[config.mk]
export PLATFORM = sky130hd
export DESIGN_NAME = game_port
export DESIGN_NICKNAME = d
export VERILOG_FILES = /design/src/inc/gameport_pkg.sv /design/src/inc/axis_link_if.sv /design/src/core/axis_channel.sv /design/src/core/game_port.sv
export SDC_FILE = /design/constraint.sdc
export NUM_CORES = 1
export LEC_CHECK = 0
export ABC_AREA = 0
export BUFFER_PORTS_ARGS = -buffer_cell sky130_fd_sc_hd__buf_2
export CAP_MARGIN = 5
export CORE_UTILIZATION = 60
export DETAILED_ROUTE_END_ITERATION = 6
export PLACE_DENSITY = 0.77
export SYNTH_ARGS = -nofsm -noshare
export SYNTH_HDL_FRONTEND = slang
export SYNTH_HIERARCHICAL = 1
export SYNTH_SLANG_ARGS = --single-unit
[constraint.sdc]
create_clock -name clk -period 6.3 [get_ports clk]
set_input_delay 0.63 -clock clk [delete_from_list [all_inputs] [get_ports clk]]
set_output_delay 0.63 -clock clk [all_outputs]
set_load 0.005 [all_outputs]
[src/inc/gameport_pkg.sv]
// Purpose: shared constants and types of the two-device game port
// Assumes: 100 MHz core clock, 8-bit register port with 4-bit offsets
// Notes: axis order is device A X, device A Y, device B X, device B Y
package gameport_pkg;
   // register port geometry
   localparam int ADDR_W = 4;
   localparam int DATA_W = 8;
   localparam int NUM_AXES = 4;
   localparam int NUM_BTNS = 4;
   localparam int CNT_W = 16;

   // register offsets
   localparam logic [ADDR_W-1:0] OFS_CTRL = 4'h0;
   localparam logic [ADDR_W-1:0] OFS_LEGACY = 4'h1;
   localparam logic [ADDR_W-1:0] OFS_XSTAT = 4'h2;
   localparam logic [ADDR_W-1:0] OFS_COUNT_FIRST = 4'h4;
   localparam logic [ADDR_W-1:0] OFS_COUNT_LAST = 4'hb;

   // control register layout
   localparam int CTRL_ENH_BIT = 0;
   localparam int CTRL_PRE_A_BIT = 1;
   localparam int CTRL_PRE_B_BIT = 2;
   localparam int CTRL_DEB_LSB = 4;
   localparam logic [DATA_W-1:0] CTRL_WR_MASK = 8'hf7;
   localparam logic [DATA_W-1:0] CTRL_RESET = 8'h00;

   // legacy status layout
   localparam int LEG_AXIS_LSB = 0;
   localparam int LEG_BTN_LSB = 4;

   // timing
   localparam int CLK_PERIOD_NS = 10;
   localparam int DISCHARGE_NS = 1500;
   localparam int DISCHARGE_CYC = DISCHARGE_NS / CLK_PERIOD_NS;
   localparam int TICK_PERIOD_NS = 1000;
   localparam int TICK_DIV_CYC = TICK_PERIOD_NS / CLK_PERIOD_NS;
   localparam int DEBOUNCE_MS = 16;
   localparam int DEBOUNCE_TICKS_DEF = DEBOUNCE_MS * 1000000 / TICK_PERIOD_NS;
   localparam int DEB_CNT_W = 16;

   localparam logic [CNT_W-1:0] CNT_FULL = 16'hffff;

   // per-axis sequence, gray coded along idle, charge, discharge
   typedef enum logic [1:0] {
      AX_IDLE = 2'b00,
      AX_CHARGE = 2'b01,
      AX_DISCHARGE = 2'b11
   } axis_state_t;
endpackage

[src/inc/axis_link_if.sv]
// Purpose: carrier between the port core and one axis channel
// Assumes: one instance per axis line
// Notes: level is the sampled pin, drive is the pin output enable
`timescale 1ns/1ps
interface axis_link_if;
   import gameport_pkg::*;
   logic start;
   logic tick;
   logic enhanced;
   logic level;
   logic drive;
   logic released;
   logic ready_pulse;
   logic [CNT_W-1:0] count;
   modport ctl (output start, output tick, output enhanced, output level,
                input drive, input released, input ready_pulse, input count);
   modport chan (input start, input tick, input enhanced, input level,
                 output drive, output released, output ready_pulse, output count);
endinterface

[src/core/axis_channel.sv]
// Purpose: one axis line: release, charge timing, discharge and hold low
// Assumes: level is already sampled to clk; tick is a one-cycle enable
// Notes: counter saturates at full scale and stays there until restarted
`timescale 1ns/1ps
module axis_channel (
   // clock and reset
   input wire logic clk,
   input wire logic rst_n,
   // link to the port core
   axis_link_if.chan link
);
   import gameport_pkg::*;

   axis_state_t state;
   axis_state_t next_state;
   logic [7:0] dis_cnt;
   logic accept;
   logic at_full;

   assign accept = link.start && (state == AX_IDLE);
   assign at_full = (link.count == CNT_FULL);

   // next state of the axis sequence
   always_comb begin
      next_state = state;
      case (state)
         AX_IDLE: begin
            if (accept) begin
               next_state = AX_CHARGE;
            end
         end
         AX_CHARGE: begin
            if (link.level) begin
               next_state = AX_DISCHARGE;
            end
         end
         AX_DISCHARGE: begin
            if (dis_cnt == 8'(DISCHARGE_CYC - 1)) begin
               next_state = AX_IDLE;
            end
         end
         default: begin
            next_state = AX_IDLE;
         end
      endcase
   end

   // state register
   always_ff @(posedge clk or negedge rst_n) begin
      if (!rst_n) begin
         state <= AX_IDLE;
      end else begin
         state <= next_state;
      end
   end

   // pin drive: low in every state but charge
   always_ff @(posedge clk or negedge rst_n) begin
      if (!rst_n) begin
         link.drive <= 1'b1;
      end else begin
         link.drive <= (next_state != AX_CHARGE);
      end
   end

   // discharge interval timer
   always_ff @(posedge clk or negedge rst_n) begin
      if (!rst_n) begin
         dis_cnt <= 8'h00;
      end else if (state == AX_DISCHARGE) begin
         dis_cnt <= dis_cnt + 8'h01;
      end else begin
         dis_cnt <= 8'h00;
      end
   end

   // position counter
   always_ff @(posedge clk or negedge rst_n) begin
      if (!rst_n) begin
         link.count <= '0;
      end else if (accept && link.enhanced) begin
         link.count <= '0;
      end else if (link.enhanced && state == AX_CHARGE && !link.level && link.tick && !at_full) begin
         link.count <= link.count + 16'h0001;
      end
   end

   // ready pulse when counting stops: line high or full scale reached
   always_ff @(posedge clk or negedge rst_n) begin
      if (!rst_n) begin
         link.ready_pulse <= 1'b0;
      end else begin
         link.ready_pulse <= link.enhanced && (state == AX_CHARGE) &&
            (link.level || (link.tick && link.count == CNT_FULL - 16'h0001));
      end
   end

   assign link.released = (state == AX_CHARGE);
endmodule // axis_channel

[src/core/game_port.sv]
// Purpose: two-device game port with legacy polling and enhanced timing
// Assumes: register port of address, write/read strobes, data one cycle later
// Notes: axis pins are open drain; out is always low, oe high while driving
`timescale 1ns/1ps
module game_port #(
   parameter int DEBOUNCE_TICKS = gameport_pkg::DEBOUNCE_TICKS_DEF
) (
   // clock and reset
   input wire logic clk,
   input wire logic rst_n,
   // register port
   input wire logic [gameport_pkg::ADDR_W-1:0] addr,
   input wire logic [gameport_pkg::DATA_W-1:0] wr_data,
   input wire logic wr_en,
   input wire logic rd_en,
   output logic [gameport_pkg::DATA_W-1:0] rd_data,
   // axis pins, index 0 device A, index 1 device B
   input wire logic [1:0] horizontal_axis_line_in,
   output logic [1:0] horizontal_axis_line_out,
   output logic [1:0] horizontal_axis_line_oe,
   input wire logic [1:0] vertical_axis_line_in,
   output logic [1:0] vertical_axis_line_out,
   output logic [1:0] vertical_axis_line_oe,
   // buttons: A0, A1, B0, B1
   input wire logic [gameport_pkg::NUM_BTNS-1:0] button_input_lines
);
   import gameport_pkg::*;

   // true when an offset addresses one of the count bytes
   function automatic logic is_count(input logic [ADDR_W-1:0] a);
      is_count = (a >= OFS_COUNT_FIRST) && (a <= OFS_COUNT_LAST);
   endfunction

   // axis index of a count byte offset
   function automatic logic [1:0] count_axis(input logic [ADDR_W-1:0] a);
      logic [ADDR_W-1:0] rel;
      rel = a - OFS_COUNT_FIRST;
      count_axis = rel[2:1];
   endfunction

   logic [DATA_W-1:0] port_control_reg;
   logic [NUM_AXES-1:0] ready;
   logic [NUM_AXES-1:0] axis_level;
   logic [NUM_BTNS-1:0] btn_sample;
   logic [NUM_BTNS-1:0] btn_clean;
   logic [NUM_BTNS-1:0] btn_shown;
   logic [NUM_AXES-1:0] released;
   logic [NUM_AXES-1:0] released_q;
   logic [NUM_AXES-1:0] drive;
   logic [NUM_AXES-1:0] ready_pulse;
   logic [CNT_W-1:0] count [NUM_AXES];
   logic [7:0] high_hold [NUM_AXES];
   logic [6:0] div_cnt;
   logic tick_fast;
   logic tick_half;
   logic tick_slow;
   logic enhanced;
   logic start_wr;
   logic [DATA_W-1:0] button_axis_level_status;
   logic [DATA_W-1:0] extended_event_status_reg;
   logic [DATA_W-1:0] next_rd_data;

   assign enhanced = port_control_reg[CTRL_ENH_BIT];
   assign start_wr = wr_en && (addr == OFS_LEGACY);

   // control register; reserved bit 3 stays zero
   always_ff @(posedge clk or negedge rst_n) begin
      if (!rst_n) begin
         port_control_reg <= CTRL_RESET;
      end else if (wr_en && addr == OFS_CTRL) begin
         port_control_reg <= wr_data & CTRL_WR_MASK;
      end
   end

   // input sampling of axis and button pins
   always_ff @(posedge clk or negedge rst_n) begin
      if (!rst_n) begin
         axis_level <= '0;
         btn_sample <= '0;
      end else begin
         axis_level <= {vertical_axis_line_in[1], horizontal_axis_line_in[1],
                        vertical_axis_line_in[0], horizontal_axis_line_in[0]};
         btn_sample <= button_input_lines;
      end
   end

   // 1 MHz tick from the core clock
   always_ff @(posedge clk or negedge rst_n) begin
      if (!rst_n) begin
         div_cnt <= 7'h00;
         tick_fast <= 1'b0;
      end else if (div_cnt == 7'(TICK_DIV_CYC - 1)) begin
         div_cnt <= 7'h00;
         tick_fast <= 1'b1;
      end else begin
         div_cnt <= div_cnt + 7'h01;
         tick_fast <= 1'b0;
      end
   end

   // 500 kHz tick: every second fast tick
   always_ff @(posedge clk or negedge rst_n) begin
      if (!rst_n) begin
         tick_half <= 1'b0;
      end else if (tick_fast) begin
         tick_half <= ~tick_half;
      end
   end
   assign tick_slow = tick_fast && tick_half;

   // axis channels, device A on 0 and 1, device B on 2 and 3
   axis_link_if link [NUM_AXES] ();
   generate
      for (genvar i = 0; i < NUM_AXES; i++) begin : g_axis
         localparam int PRE_BIT = (i < 2) ? CTRL_PRE_A_BIT : CTRL_PRE_B_BIT;
         assign link[i].start = start_wr;
         assign link[i].tick = port_control_reg[PRE_BIT] ? tick_slow : tick_fast;
         assign link[i].enhanced = enhanced;
         assign link[i].level = axis_level[i];
         assign drive[i] = link[i].drive;
         assign released[i] = link[i].released;
         assign ready_pulse[i] = link[i].ready_pulse;
         assign count[i] = link[i].count;
         axis_channel u_chan (
            .clk(clk),
            .rst_n(rst_n),
            .link(link[i])
         );
      end
   endgenerate

   // open-drain pins: output level always low, enable from channel flop
   assign horizontal_axis_line_out = 2'b00;
   assign vertical_axis_line_out = 2'b00;
   assign horizontal_axis_line_oe = {drive[2], drive[0]};
   assign vertical_axis_line_oe = {drive[3], drive[1]};

   // button debouncers, counted in 1 MHz ticks
   generate
      for (genvar b = 0; b < NUM_BTNS; b++) begin : g_btn
         logic [DEB_CNT_W-1:0] stable_cnt;
         always_ff @(posedge clk or negedge rst_n) begin
            if (!rst_n) begin
               stable_cnt <= '0;
               btn_clean[b] <= 1'b0;
            end else if (btn_sample[b] == btn_clean[b]) begin
               stable_cnt <= '0;
            end else if (tick_fast) begin
               if (stable_cnt == DEB_CNT_W'(DEBOUNCE_TICKS - 1)) begin
                  btn_clean[b] <= btn_sample[b];
                  stable_cnt <= '0;
               end else begin
                  stable_cnt <= stable_cnt + 1'b1;
               end
            end
         end
         // raw level unless enhanced with debounce enabled
         assign btn_shown[b] = (enhanced && port_control_reg[CTRL_DEB_LSB + b]) ?
                               btn_clean[b] : btn_sample[b];
      end
   endgenerate

   // previous released state; its rise marks a start that the axis really took
   always_ff @(posedge clk or negedge rst_n) begin
      if (!rst_n) begin
         released_q <= '0;
      end else begin
         released_q <= released;
      end
   end

   // ready flags: hardware set wins over a write-one clear
   // a start refused by a discharging axis must not wipe that axis's finished result
   always_ff @(posedge clk or negedge rst_n) begin
      if (!rst_n) begin
         ready <= '0;
      end else begin
         for (int i = 0; i < NUM_AXES; i++) begin
            if (ready_pulse[i]) begin
               ready[i] <= 1'b1;
            end else if (wr_en && addr == OFS_XSTAT && wr_data[i]) begin
               ready[i] <= 1'b0;
            end else if (enhanced && released[i] && !released_q[i]) begin
               ready[i] <= 1'b0; // accepted start, one cycle late
            end
         end
      end
   end

   // high byte captured when its low byte is read
   always_ff @(posedge clk or negedge rst_n) begin
      if (!rst_n) begin
         for (int i = 0; i < NUM_AXES; i++) begin
            high_hold[i] <= 8'h00;
         end
      end else if (rd_en && is_count(addr) && !addr[0]) begin
         high_hold[count_axis(addr)] <= count[count_axis(addr)][15:8];
      end
   end

   assign button_axis_level_status = {btn_shown, released};
   assign extended_event_status_reg = {4'h0, ready};

   // read data mux
   always_comb begin
      next_rd_data = 8'h00;
      if (rd_en) begin
         if (addr == OFS_CTRL) begin
            next_rd_data = port_control_reg;
         end else if (addr == OFS_LEGACY) begin
            next_rd_data = button_axis_level_status;
         end else if (addr == OFS_XSTAT) begin
            next_rd_data = extended_event_status_reg;
         end else if (is_count(addr)) begin
            if (addr[0]) begin
               next_rd_data = high_hold[count_axis(addr)];
            end else begin
               next_rd_data = count[count_axis(addr)][7:0];
            end
         end
      end
   end

   // read data stands only in the cycle after the strobe
   always_ff @(posedge clk or negedge rst_n) begin
      if (!rst_n) begin
         rd_data <= 8'h00;
      end else begin
         rd_data <= next_rd_data;
      end
   end
endmodule // game_port

After elaboration in Yosys (flattened, before gate mapping) --
Index checks and enable logic that the tools add are counted.
Storage, ports and cells: register bits 252, input bits 24, output and inout port bits 16, logic and storage cells 268
Cells by class: add/sub/neg operators 14, magnitude comparators 4, eq/ne operators 35, multiplexer cells 75, bitwise logic cells 6, reduce and logical (&&, ||, !) cells 90
Operator list (number):
- $mux W16 | 22
- $add A16 B1 Y16 const B | 8
- $eq A16 B16 Y1 const B | 8
- $mux W8 | 13
- $eq A16 B14 Y1 const B | 4
- $logic_and A1 B1 Y1 | 52
- $add A8 B1 Y8 const B | 4
- $bmux W16 S2 | 1
- $bwmux W32 | 1
- $eq A8 B8 Y1 const B | 4
- $mux W2 | 12
- $pmux W2 S3 | 4
- $mux W1 | 19
- $bmux W8 S2 | 1
- $demux W8 S2 | 1
- $reduce_bool A2 Y1 | 8
- $logic_not A1 Y1 | 13
- $reduce_and A3 Y1 | 4
- $reduce_bool A3 Y1 | 4
- $eq A2 B1 Y1 const B | 4
- $eq A2 B2 Y1 const B | 4
- $logic_not A2 Y1 | 4
- $ne A2 B1 Y1 const B | 4
- $add A7 B1 Y7 const B | 1
- other kinds (14) | 24

Depth between registers and ports, before layout --
Gate-level depths: netlist of run 1.
word-level depth 11, gate-level depth with buffers 10, gate-level depth less buffers 7

Cells and area by module --
The synthesis of run 1 kept the hierarchy.
By module, submodules not included:
- game_port | times used 1, cells each 755, area each 7247.0 µm², seq. area each 3503.4 µm²
- axis_channel (g_axis[0].u_chan ...) | times used 3, cells each 152, area each 1537.7 µm², seq. area each 701.9 µm²
- axis_channel (g_axis[3].u_chan) | times used 1, cells each 152, area each 1539.0 µm², seq. area each 701.9 µm²

Worst setup path after synthesis of run 1 --
OpenSTA, ideal clock, no wires.
path type input to register, from input addr[2] (netlist bit), to register g_axis[3].u_chan.link.count[8], library setup time 0.110 ns, data arrival time 2.958 ns, data required time 6.190 ns, path slack 3.232 ns, stages on the path 10, path buffers 4, cell sequence clkbuf_1 > clkinv_1 > clkbuf_1 > ha_1 > clkbuf_1 > and3_1 > nand4bb_1 > clkbuf_1 > o311ai_0 > o41ai_1
Between the ends: longest elaborated chain between the ends 5, elaborated cells between the ends (all ways) 6, classes of those cells eq/ne: 1; mux: 1; reduce/logical: 4
Ends and longest elaborated chain:
- start, declared | line game_port.sv:12 | input wire logic [gameport_pkg::ADDR_W-1:0] addr,
- $eq A4 B1 Y1 (*) | line game_port.sv:64 | assign start_wr = wr_en && (addr == OFS_LEGACY);
- $logic_and A1 B1 Y1 (*) | line game_port.sv:64
- net link[0].start | line axis_link_if.sv:7 | logic start;
- $logic_and A1 B1 Y1 (*) | line axis_channel.sv:20 | assign accept = link.start && (state == AX_IDLE);
- $logic_and A1 B1 Y1 (*) | line axis_channel.sv:81 | end else if (accept && link.enhanced) begin
- $mux W16 or $reduce_bool A2 Y1 (tied branches)
- end signal, assigned | line axis_channel.sv:84 | link.count <= link.count + 16'h0001;
- end, declared | line axis_link_if.sv:18 | output drive, output released, output ready_pulse, output count);
Mark *: on every way through the listed nets, which the timed path passes. The rest lies on a longest branch. A chain may end at the register's enable or synchronous reset.

Worst setup path in the final report of run 1 --
Same ends and word-level chain as after synthesis.

==> results of run 1 <==
==> kinds of logic after synthesis <==
family | after synthesis
multiplexers | 63
adder cells (fa/ha/maj) | 22
AO/OA/AOI/OAI | 221
buffers and inverters | 98
XOR/XNOR | 48
other | 1
flip-flops | 252
AND/OR/NAND/NOR | 658
==> where the power goes <==
| group | internal, mW | switching (mW) |
|---|---|---|
| Combinational | 0.263 | 0.349 |
| Sequential | 1.82 | 0.246 |
| Clock | 1.04 | 0.635 |
==> layout make-up <==
type                    count  area (um2)  area share, %
clock buffers              43       848.3          5.787
well taps                 280       350.3          2.390
inverters                  41       153.9          1.050
flip-flops and latches    252        6311          43.06
repair buffers             42       250.2          1.707
multi-input cells        1016        6629          45.22
clock inverters             8       115.1         0.7853
==> final timing paths <==
| kind | start | to | slack [ns] | cells after the start |
|---|---|---|---|---|
| hold reg to reg | g_axis[0].u_chan/link.ready_pulse | ready[0] | 0.43 | 1 |
| setup reg to reg | tick_fast | g_axis[3].u_chan/link.count[5] | 3.37 | 7 |
| hold / removal | rst_n | g_btn[3].stable_cnt[8] | 0.1 | 1 |
| max in group asynchronous | rst_n | g_axis[1].u_chan/dis_cnt[3] | 4.98 | 2 |
| setup / recovery | addr[2] | g_axis[3].u_chan/link.count[8] | 2.66 | 7 |
| min in group clk | button_input_lines[0] | btn_sample[0] | 0.20 | 1 |
==> routing by layer <==
metal	vias to the layer above	track usage [%]	part of all wire [%]
met2	325	43.42	47
met1	5228	38.13	45
li1	5086	-	-
met3	54	3.916	5.8
met5	-	0	0
met4	0	7.600	2.2
==> stage by stage <==
stage | total power, mW | worst slack, ns
2_1_floorplan | 2.462 | 3.232
3_3_place_gp | 2.669 | 2.323
3_5_place_dp | 2.694 | 2.187
4_1_cts | 4.384 | 2.708
5_1_grt | 4.553 | 2.285
6_report | 4.359 | 2.656
==> placed cells by master (no fill, tap or decap), types with 31 or more instances in the layout <==
cell type  instances
o31ai_1           35
inv_1             39
nand2_1          158
and3_1            34
buf_2             34
dfrtp_1          248
o21ai_0           55
mux2i_1           31
a21oi_1           69
or4_1             40
nand3_1          102
nor2_1            90
nand4_1           59
==> metrics.yaml, run 1 <==
yosysSeqAreaShare_pct: 47.10
muxShareOfSynthArea_pct: 6.182
worstHoldPathType: "in2async"
die_area_mm2: 0.02293
num_io_pins: 40
fin_crit_ns: 3.644
synth_top_family_by_area: "simple AND/OR/NAND/NOR gates"
numCtsBuffers: 28
top_regs: "g_axis.u_chan/link.count: 64 flops, g_btn.stable_cnt: 64 flops"
yosys.area.top_type: "dfrtp_1"
synth_fa_ha_area_share_pct: 2.054
antenna_found_initial: 0
worst_slew_pin_slew_ns: 1.039
final_hold_viol_count: 0
wirelength_um: 30160
synth-compound-area-share_pct: 10.04
maxCapViolations: 0
dpl_cell_area_mm2: 0.01369
grt_setup_unrepaired: "no"
cts_setup_buffers: 0
nFillCells: 1712
overflow: 0
die_x_um: 151.4
crit_path_cell_trace: "buf_2 -> clkinv_1 -> ha_1 -> and3_1 -> nand4bb_1 -> o311ai_0 -> o41ai_1"
powerDensity_mw_per_mm2: 297.4
gp_congestion: 0.8995
syn_area_mm2: 0.01340
design_area_mm2: 0.01466
cts_buffer_depth: 3
slew_headroom_pct: 30.09
synth_cell_types: 73
drive_above_1_share_pct: 11.55
coreArea_mm2: 0.02189
synth_xor_xnor_area_share_pct: 3.138
fin_util_pct: 66.96
io_buffers: 35
drc: 0
cts_resized: 0
finalHoldWorstSlack_ns: 0.09619
endpoint_kind: "register"
tns_ns: 0
start_kind: "input pin"
cts.sinks: 252
dr.pass1.iters: 6
syn_avg_cell_area_um2: 9.831
cpMaxStageDelayCell: "clkinv_1"
slew_viol_final: 0
max_freq_mhz: 274.4
grt_pass1_wl_um: 49380
path_class: "in2reg"
start_util_pct: 61.21
period_share_pct: 57.85
die_height_um: 151.4
async_flop_share_pct: 100.0
synth_ff_type: "dfrtp_1"
h-tree-depth: 1
synth.area.top_cells: "dfrtp_1 (46%), nand2_1 (4.4%), nand3_1 (3.8%)"
synth_top_cell_area_share_pct: 46.32
hold_buffers: 0
grt_max_degree: 148
routed-via-count: 10690
worstPathArrival_ns: 4.06
post_drt_wl_per_cell_um: 17.93
viasPerCell: 6.357
cts_tree: "built"
yosys.area_share.simple_pct: 27.93
clk_pin_slew_worst_paths_ns: 0.06
diodes: 0
max_stage_delay_ns: 0.77
synth_edf_count: 0
setup_viol: 0
ant_nets: 0
synth_most_common_cell: "dfrtp_1"
critPathMaxFanout: 38
area_growth_pct: 9.394
instances_no_fill: 1682
dp_hpwl_um: 20390
synth_common_cells: "dfrtp_1 (248), nand2_1 (158), nand3_1 (102), nor2_1 (91), a21oi_1 (69)"
clock-root-buffer: "clkbuf_16"
finalNetCount: 1427
yosysWarnings: 6
drtIter0Drc: 882
dp_cells: 1631
clk_latency_ns: 0.53
fin_skew_ns: 0.01039
syn_inst: 1363
worst_ep_required_time_ns: 6.72
grt_pass1_vias: 9867
status: "finished, final reports clean"
rows: 54
p_leak_nw: 6.198
synth_seq_cells: 252
crit_family: "buffers and inverters"
grt_use_total_pct: 27.02
ir_worst_vdd_v: 0.0002368
cp.buffers_inverters: 2
Note: power is estimated with default switching activity, not from simulation.
==> run 2, diff against run 1 <==
--- a/config.mk
+++ b/config.mk
@@ -5,10 +5,10 @@
 export SDC_FILE = /design/constraint.sdc
 export NUM_CORES = 1
 export LEC_CHECK = 0
-export ABC_AREA = 0
+export ABC_AREA = 1
 export BUFFER_PORTS_ARGS = -buffer_cell sky130_fd_sc_hd__buf_2
 export CAP_MARGIN = 5
-export CORE_UTILIZATION = 60
+export CORE_UTILIZATION = 57
 export DETAILED_ROUTE_END_ITERATION = 6
 export PLACE_DENSITY = 0.77
 export SYNTH_ARGS = -nofsm -noshare
==> constraint.sdc (replaced) <==
create_clock -name clk -period 3.1 [get_ports clk]
set_input_delay 0.31 -clock clk [delete_from_list [all_inputs] [get_ports clk]]
set_output_delay 0.31 -clock clk [all_outputs]
set_load 0.005 [all_outputs]
==> run 2 against run 1 <==
  * Register-to-register slack got worse by 2.6 ns
  * First-iteration DRC count grew 39%
  * Sequential cell count unchanged
  * Sequential share of layout area decreased by 3.8 points
  * Power is 89% higher
  * Final cell count is 34% higher
  * Worst setup slack got worse by 1.8 ns
  * Clock power is 130% higher
  * Synthesized cell count up 35%
  * Utilization down 1.5 points
  * Largest cell class unchanged
==> metrics.yaml, run 2 <==
status: "finished, final reports clean"
worst_ep_required_time_ns: 3.54  # -3.18 ns
synth_most_common_cell: "nand2_1"
start_util_pct: 58.47  # -2.7 points
rows: 57  # +5.6%
synth_seq_cells: 252  # unchanged
cts_buffer_depth: 3  # unchanged
synth_top_cell_area_share_pct: 43.26  # -3.1 points
slew_viol_final: 0  # unchanged
power_frac_comb_pct: 8.4  # -5.6 points
fin_util_pct: 65.48  # -1.5 points
gp_congestion: 0.8990  # about the same
setup_viol: 0  # unchanged
yosysSeqAreaShare_pct: 43.99  # -3.1 points
synth_top_family_by_area: "simple AND/OR/NAND/NOR gates"
synth_edf_count: 0  # unchanged
io_buffers: 35  # unchanged
finalNetCount: 1947  # +36%
dpl_cell_area_mm2: 0.01482  # +8.2%
grt_max_degree: 88  # -41%
r2r-start: "tick_fast"
fin_crit_ns: 2.288
period_share_pct: 73.81
final_hold_viol_count: 0  # unchanged
antenna_found_initial: 1  # +1
synth_ff_type: "dfrtp_1"
tns_ns: 0  # unchanged
multi_input_comb_area_mm2: 0.007057  # +6.5%
routed-via-count: 12440  # +16%
cts_setup_buffers: 0  # unchanged
synth_xor_xnor_area_share_pct: 2.809  # -0.33 points
async_flop_share_pct: 100.0  # unchanged
synth_common_cells: "nand2_1 (587), dfrtp_1 (248), inv_1 (173), nor2_1 (152), nand3_1 (123)"
yosys.area.top_type: "dfrtp_1"
viasPerCell: 5.528  # -13%
critPathMaxFanout: 17  # -55%
worst_slew_pin_slew_ns: 0.7252  # -0.3138 ns
grt_use_total_pct: 26.93  # -0.088 points
h-tree-depth: 1  # unchanged
netSwitchingPower_mw: 1.982  # +61%
clk_latency_ns: 0.56  # +0.03 ns
endpoint_kind: "register"
yosys.area_share.simple_pct: 34.03  # +6.1 points
power_mw: 8.259  # +89%
area_growth_pct: 11.99
ir_worst_vdd_v: 0.0005497  # +130%
worstHoldPathType: "in2reg"
powerDensity_mw_per_mm2: 514.1  # +73%
fin_skew_ns: 0.02003  # +0.009646 ns
syn_inst: 1842  # +35%
power.share.clock_pct: 47.0  # +8.5 points
drive_above_1_share_pct: 11.01  # -0.54 points
seqCellArea_mm2: 0.006311  # unchanged
whs_endpoint: "port_control_reg[2]"
yosysWarnings: 6  # unchanged
ant_nets: 0  # unchanged
layout_common_cells: "nand2_1 (587), dfrtp_1 (248), inv_1 (173)"
max_freq_mhz: 437.1
num_io_pins: 40  # unchanged
drc: 0  # unchanged
die_area_mm2: 0.02581  # +13%
overflow: 0  # unchanged
synth_cell_types: 51  # -30%
drtIter0Drc: 1225  # +39%
maxCapViolations: 0  # unchanged
numCtsBuffers: 30  # +7.1%
dr.pass1.iters: 5  # -1
instances_no_fill: 2250  # +34%
cts_tree: "built"
swShare_pct: 24.00  # -4.2 points
design_area_mm2: 0.01607  # +9.6%
dp_cells: 2180  # +34%
clk_pin_slew_worst_paths_ns: 0.06  # about the same
syn_avg_cell_area_um2: 7.788  # -21%
coreArea_mm2: 0.02453  # +12%
syn_area_mm2: 0.01435  # +7.1%
grt_pass1_vias: 11880  # +20%
synth_fa_ha_area_share_pct: 1.919  # -0.14 points
synth-compound-area-share_pct: 7.911  # -2.1 points
reg2reg_slack_ns: 0.81  # -2.56 ns
die_height_um: 160.6  # +6.1%
reg2regPathDepth: 7  # unchanged
worstPathArrival_ns: 2.72  # -1.34 ns
synth.area.top_cells: "dfrtp_1 (43%), nand2_1 (15%), inv_1 (4.5%)"
r2r_end: "g_axis[0].u_chan/link.count[11]"
path_class: "reg2reg"
worst_slack_ns: 0.8120  # -1.844 ns
post_drt_wl_per_cell_um: 15.03  # -16%
top_regs: "g_axis.u_chan/link.count: 64 flops, g_btn.stable_cnt: 64 flops"
seqPwrFrac_pct: 44.5  # -3.0 points
power.internal_mw: 6.277  # +100%
start_kind: "register"
hold_depth: 3
grt_pass1_wl_um: 57100  # +16%
cts.sinks: 252  # unchanged
place_ws_ns: 0.5440  # -1.642 ns
muxShareOfSynthArea_pct: 2.425  # -3.8 points
p_leak_nw: 7.583  # +22%
grt_setup_unrepaired: "no"
finalHoldWorstSlack_ns: 0.07433  # -0.02186 ns
die_x_um: 160.6  # +6.1%
hold_path_startpoint: "wr_data[2]"
nFillCells: 2059  # +20%
dp_hpwl_um: 24170  # +19%
wirelength_um: 33810  # +12%
final_common_cell: "nand2_1"
slew_headroom_pct: 51.65  # +22 points
clock-root-buffer: "clkbuf_16"
run 2: worst max path at each step:
stage,start,endpoint,slack (ns),cells after the start
2_1_floorplan,addr[2],g_axis[2].u_chan/link.count[13],0.41,14
3_3_place_gp,addr[2],g_axis[3].u_chan/link.count[7],0.62,15
3_5_place_dp,addr[2],g_axis[3].u_chan/link.count[15],0.54,15
4_1_cts,tick_fast,g_axis[0].u_chan/link.count[12],0.92,7
5_1_grt,tick_fast,g_axis[0].u_chan/link.count[7],0.73,7
6_report,tick_fast,g_axis[0].u_chan/link.count[11],0.81,7
run 2: logic make-up after synthesis:
group / after synthesis
multiplexers: 31
flip-flops: 252
XOR/XNOR: 46
AO/OA/AOI/OAI: 197
AND/OR/NAND/NOR: 1066
buffers and inverters: 227
other: 1
adder cells (fa/ha/maj): 22
run 2: worst max-delay path: stages (launching register included):
cell     delay, ns
dfrtp_1       0.39
inv_2         0.13
a21oi_1       0.59
nand4_1       0.29
nor2_4        0.48
nor2_8        0.12
nand2_1       0.10
nand2_1       0.07
run 2: area by class of cell:
cell class	count	share of cell area (%)
Antenna cell	1	0.01558
Clock buffer	45	5.397
Clock inverter	11	1.519
Inverter	186	4.346
Multi-Input combinational cell	1366	43.93
Sequential cell	252	39.28
Tap cell	324	2.523
Timing Repair Buffer	65	2.991
run 2: routing by layer:
metal	track usage, %	vias to the layer above	wire (um)
li1	-	6127	-
met1	37.12	5860	15230
met2	43.27	373	15380
met3	3.538	78	1977
met4	10.56	0	1223
met5	0	-	0
run 2: power groups by stage:
stage	registers (mW)	logic, mW	clock network (mW)
finish	3.68	0.697	3.88
CTS	3.68	0.702	3.95
global placement	3.73	0.650	0
detailed placement	3.73	0.678	0
global route	3.71	0.798	4.06
floorplan	3.68	0.468	0
run 2: what timing repair did:
action,4_1_cts,5_1_grt
gates resized for setup,0,0
hold endpoints to repair,95,0
hold buffers,13,0
setup endpoints to repair,0,0
==> run 3, diff against run 2 <==
==> constraint.sdc (replaced) <==
create_clock -name clk -period 2.1 [get_ports clk]
set_input_delay 0.21 -clock clk [delete_from_list [all_inputs] [get_ports clk]]
set_output_delay 0.21 -clock clk [all_outputs]
set_load 0.005 [all_outputs]
==> run 3 against run 2 <==
  * First-iteration DRC count shrank 12%
  * Final cell count grew 0.89%
  * Sequential share of layout area decreased by 0.17 points
  * Register-to-register slack worse by 0.69 ns
  * Via count rose by 1.0%
  * Worst setup slack worse by 0.69 ns
  * Fmax is 16% higher
  * Combinational power rose by 54%
  * Critical path type unchanged
  * Sequential power is 47% higher
  * Utilization increased by 0.29 points
  * Die area stayed put
  * Largest power group is now sequential cells
==> metrics.yaml, run 3 (synthesized netlist as in run 2, its figures left out) <==
max_freq_mhz: 506.7  # +16%
area_growth_pct: 12.48
cts_buffer_depth: 3  # unchanged
max_stage_delay_ns: 0.46  # -0.13 ns
nFillCells: 2035  # -1.2%
cts_setup_buffers: 0  # unchanged
die_x_um: 160.6  # unchanged
worstPathArrival_ns: 2.41  # -0.31 ns
numCtsBuffers: 28  # -6.7%
start_kind: "register"
slew_headroom_pct: 64.10  # +12 points
clk_latency_ns: 0.55  # about the same
seqCellArea_mm2: 0.006311  # unchanged
overflow: 0  # unchanged
drtIter0Drc: 1076  # -12%
diodes: 0  # -1
io_buffers: 35  # unchanged
grt_setup_unrepaired: "no"
final_hold_viol_count: 0  # unchanged
drc: 0  # unchanged
coreArea_mm2: 0.02453  # unchanged
setup_viol: 0  # unchanged
worst_ep_required_time_ns: 2.53  # -1.01 ns
period_share_pct: 93.97  # +20 points
final_common_cell: "nand2_1"
top_regs: "g_axis.u_chan/link.count: 64 flops, g_btn.stable_cnt: 64 flops"
grt_pass1_vias: 12030  # +1.3%
wirelength_um: 33960  # +0.45%
worstHoldPathType: "in2reg"
viasPerCell: 5.534  # +0.11%
start_util_pct: 58.47  # unchanged
gp_congestion: 0.8968  # -0.24%
fin_crit_ns: 1.973  # -0.3145 ns
clock-root-buffer: "clkbuf_16"
crit_path_cell_trace: "ha_1 -> nand3_1 -> inv_2 -> nand2_4 -> nor2_4 -> nor2_4 -> nor2_8 -> nand2_1 -> nand2_1"
slew_viol_final: 0  # unchanged
fin_skew_ns: 0.007284  # -0.01275 ns
dp_cells: 2202  # +1.0%
status: "finished, final reports clean"
num_io_pins: 40  # unchanged
dp_hpwl_um: 24470  # +1.2%
cts_tree: "built"
grt_use_total_pct: 27.10  # +0.18 points
dr.pass1.iters: 6  # +1
worst_slew_pin_slew_ns: 0.5335  # -0.1917 ns
rows: 57  # unchanged
multi_input_comb_area_mm2: 0.007064  # +0.11%
grt_pass1_wl_um: 57650  # +0.97%
endpoint_kind: "register"
post_drt_wl_per_cell_um: 14.96  # -0.44%
maxCapViolations: 0  # unchanged
critPathMaxFanout: 17  # unchanged
tns_ns: 0  # unchanged
ant_nets: 0  # unchanged
antenna_found_initial: 0  # -1
p_leak_nw: 7.633  # +0.67%
finalNetCount: 1970  # +1.2%
cts.sinks: 252  # unchanged
routed-via-count: 12560  # +1.0%
die_height_um: 160.6  # unchanged
path_class: "reg2reg"
die_area_mm2: 0.02581  # unchanged
instances_no_fill: 2270  # +0.89%
clk_pin_slew_worst_paths_ns: 0.06  # about the same
ir_worst_vdd_v: 0.0007849  # +43%
cpMaxStageDelayCell: "dfrtp_1"
finalHoldWorstSlack_ns: 0.003995  # -0.07033 ns
grt_max_degree: 59  # -33%
layout_common_cells: "nand2_1 (587), dfrtp_1 (248), inv_1 (166)"
drive_above_1_share_pct: 12.33  # +1.3 points
powerDensity_mw_per_mm2: 713.8  # +39%
h-tree-depth: 1  # unchanged
run 3: changes by cell type in the layout (fill, tap and decap cells not counted), moves of 2 or more:
cell / before / now
clkbuf_8: 6 / 8
inv_1: 173 / 166
clkbuf_1: 9 / 7
clkinv_2: 2 / 6
buf_4: 14 / 34
buf_12: 3 / 5
bufinv_16: 7 / 2
dlygate4sd3_1: 13 / 16
inv_2: 12 / 18
run 3: power breakdown:
part | internal, mW | switching [mW] | total [mW]
clock | 3.04 | 1.99 | 5.03
combinational | 0.413 | 0.657 | 1.07
sequential | 5.18 | 0.236 | 5.41
total | 8.64 | 2.88 | 11.5
run 3: what timing repair did:
action | 4_1_cts | 5_1_grt
hold buffers | 16 | 0
hold endpoints to repair | 135 | 0
gates resized for setup | 0 | 0
run 3: cell type report:
| type | instances | area share, % |
|---|---|---|
| Multi-Input combinational cell | 1366 | 43.78 |
| Timing Repair Buffer | 90 | 4.342 |
| Clock inverter | 8 | 0.5583 |
| Tap cell | 324 | 2.512 |
| Sequential cell | 252 | 39.11 |
| Inverter | 186 | 4.350 |
| Clock buffer | 44 | 5.343 |
run 3: per-stage QoR:
step	worst slack, ns	total power, mW	area, um2	utilization [%]
3_3_place_gp	0.1468	6.481	15020	61.24
5_1_grt	0.04417	11.98	16140	65.77
4_1_cts	0.1660	11.60	16140	65.77
3_5_place_dp	0.1023	6.544	15020	61.24
2_1_floorplan	0.02001	6.135	14380	-
6_report	0.1265	11.52	16140	65.77
run 3: per-layer routing:
layer | part of all wire (%) | wire length (um) | vias to the layer above | GRT usage [%]
met2 | 47 | 15920 | 355 | 44.82
met5 | 0 | 0 | - | 0
met1 | 44 | 15100 | 5958 | 37.00
li1 | - | - | 6173 | -
met3 | 5.6 | 1887 | 76 | 3.228
met4 | 3.1 | 1059 | 0 | 9.221
run 3: worst paths after layout:
kind                                                      from  slack (ns)  cells past startpoint                             end
worst max-delay path            g_axis[2].u_chan/link.count[0]        0.13                      9  g_axis[2].u_chan/link.count[3]
worst min-delay path                                wr_data[0]       0.004                      3             port_control_reg[0]
worst max register to register  g_axis[2].u_chan/link.count[0]        0.13                      9  g_axis[2].u_chan/link.count[3]
worst min register to register                       tick_half        0.47                      1                       tick_half
max in group asynchronous                                rst_n        1.24                      3     g_axis[2].u_chan/dis_cnt[7]
min in group asynchronous                                rst_n        0.18                      2         g_btn[1].stable_cnt[10]
run 3: worst max-delay path, delay by kind of cell, from the launching register on:
kind / cells / cell delay [ns]
and+or+nand+nor: 7 / 1.05
DFF: 1 / 0.46
adders and majority gates: 1 / 0.26
buffers and inverters: 1 / 0.09
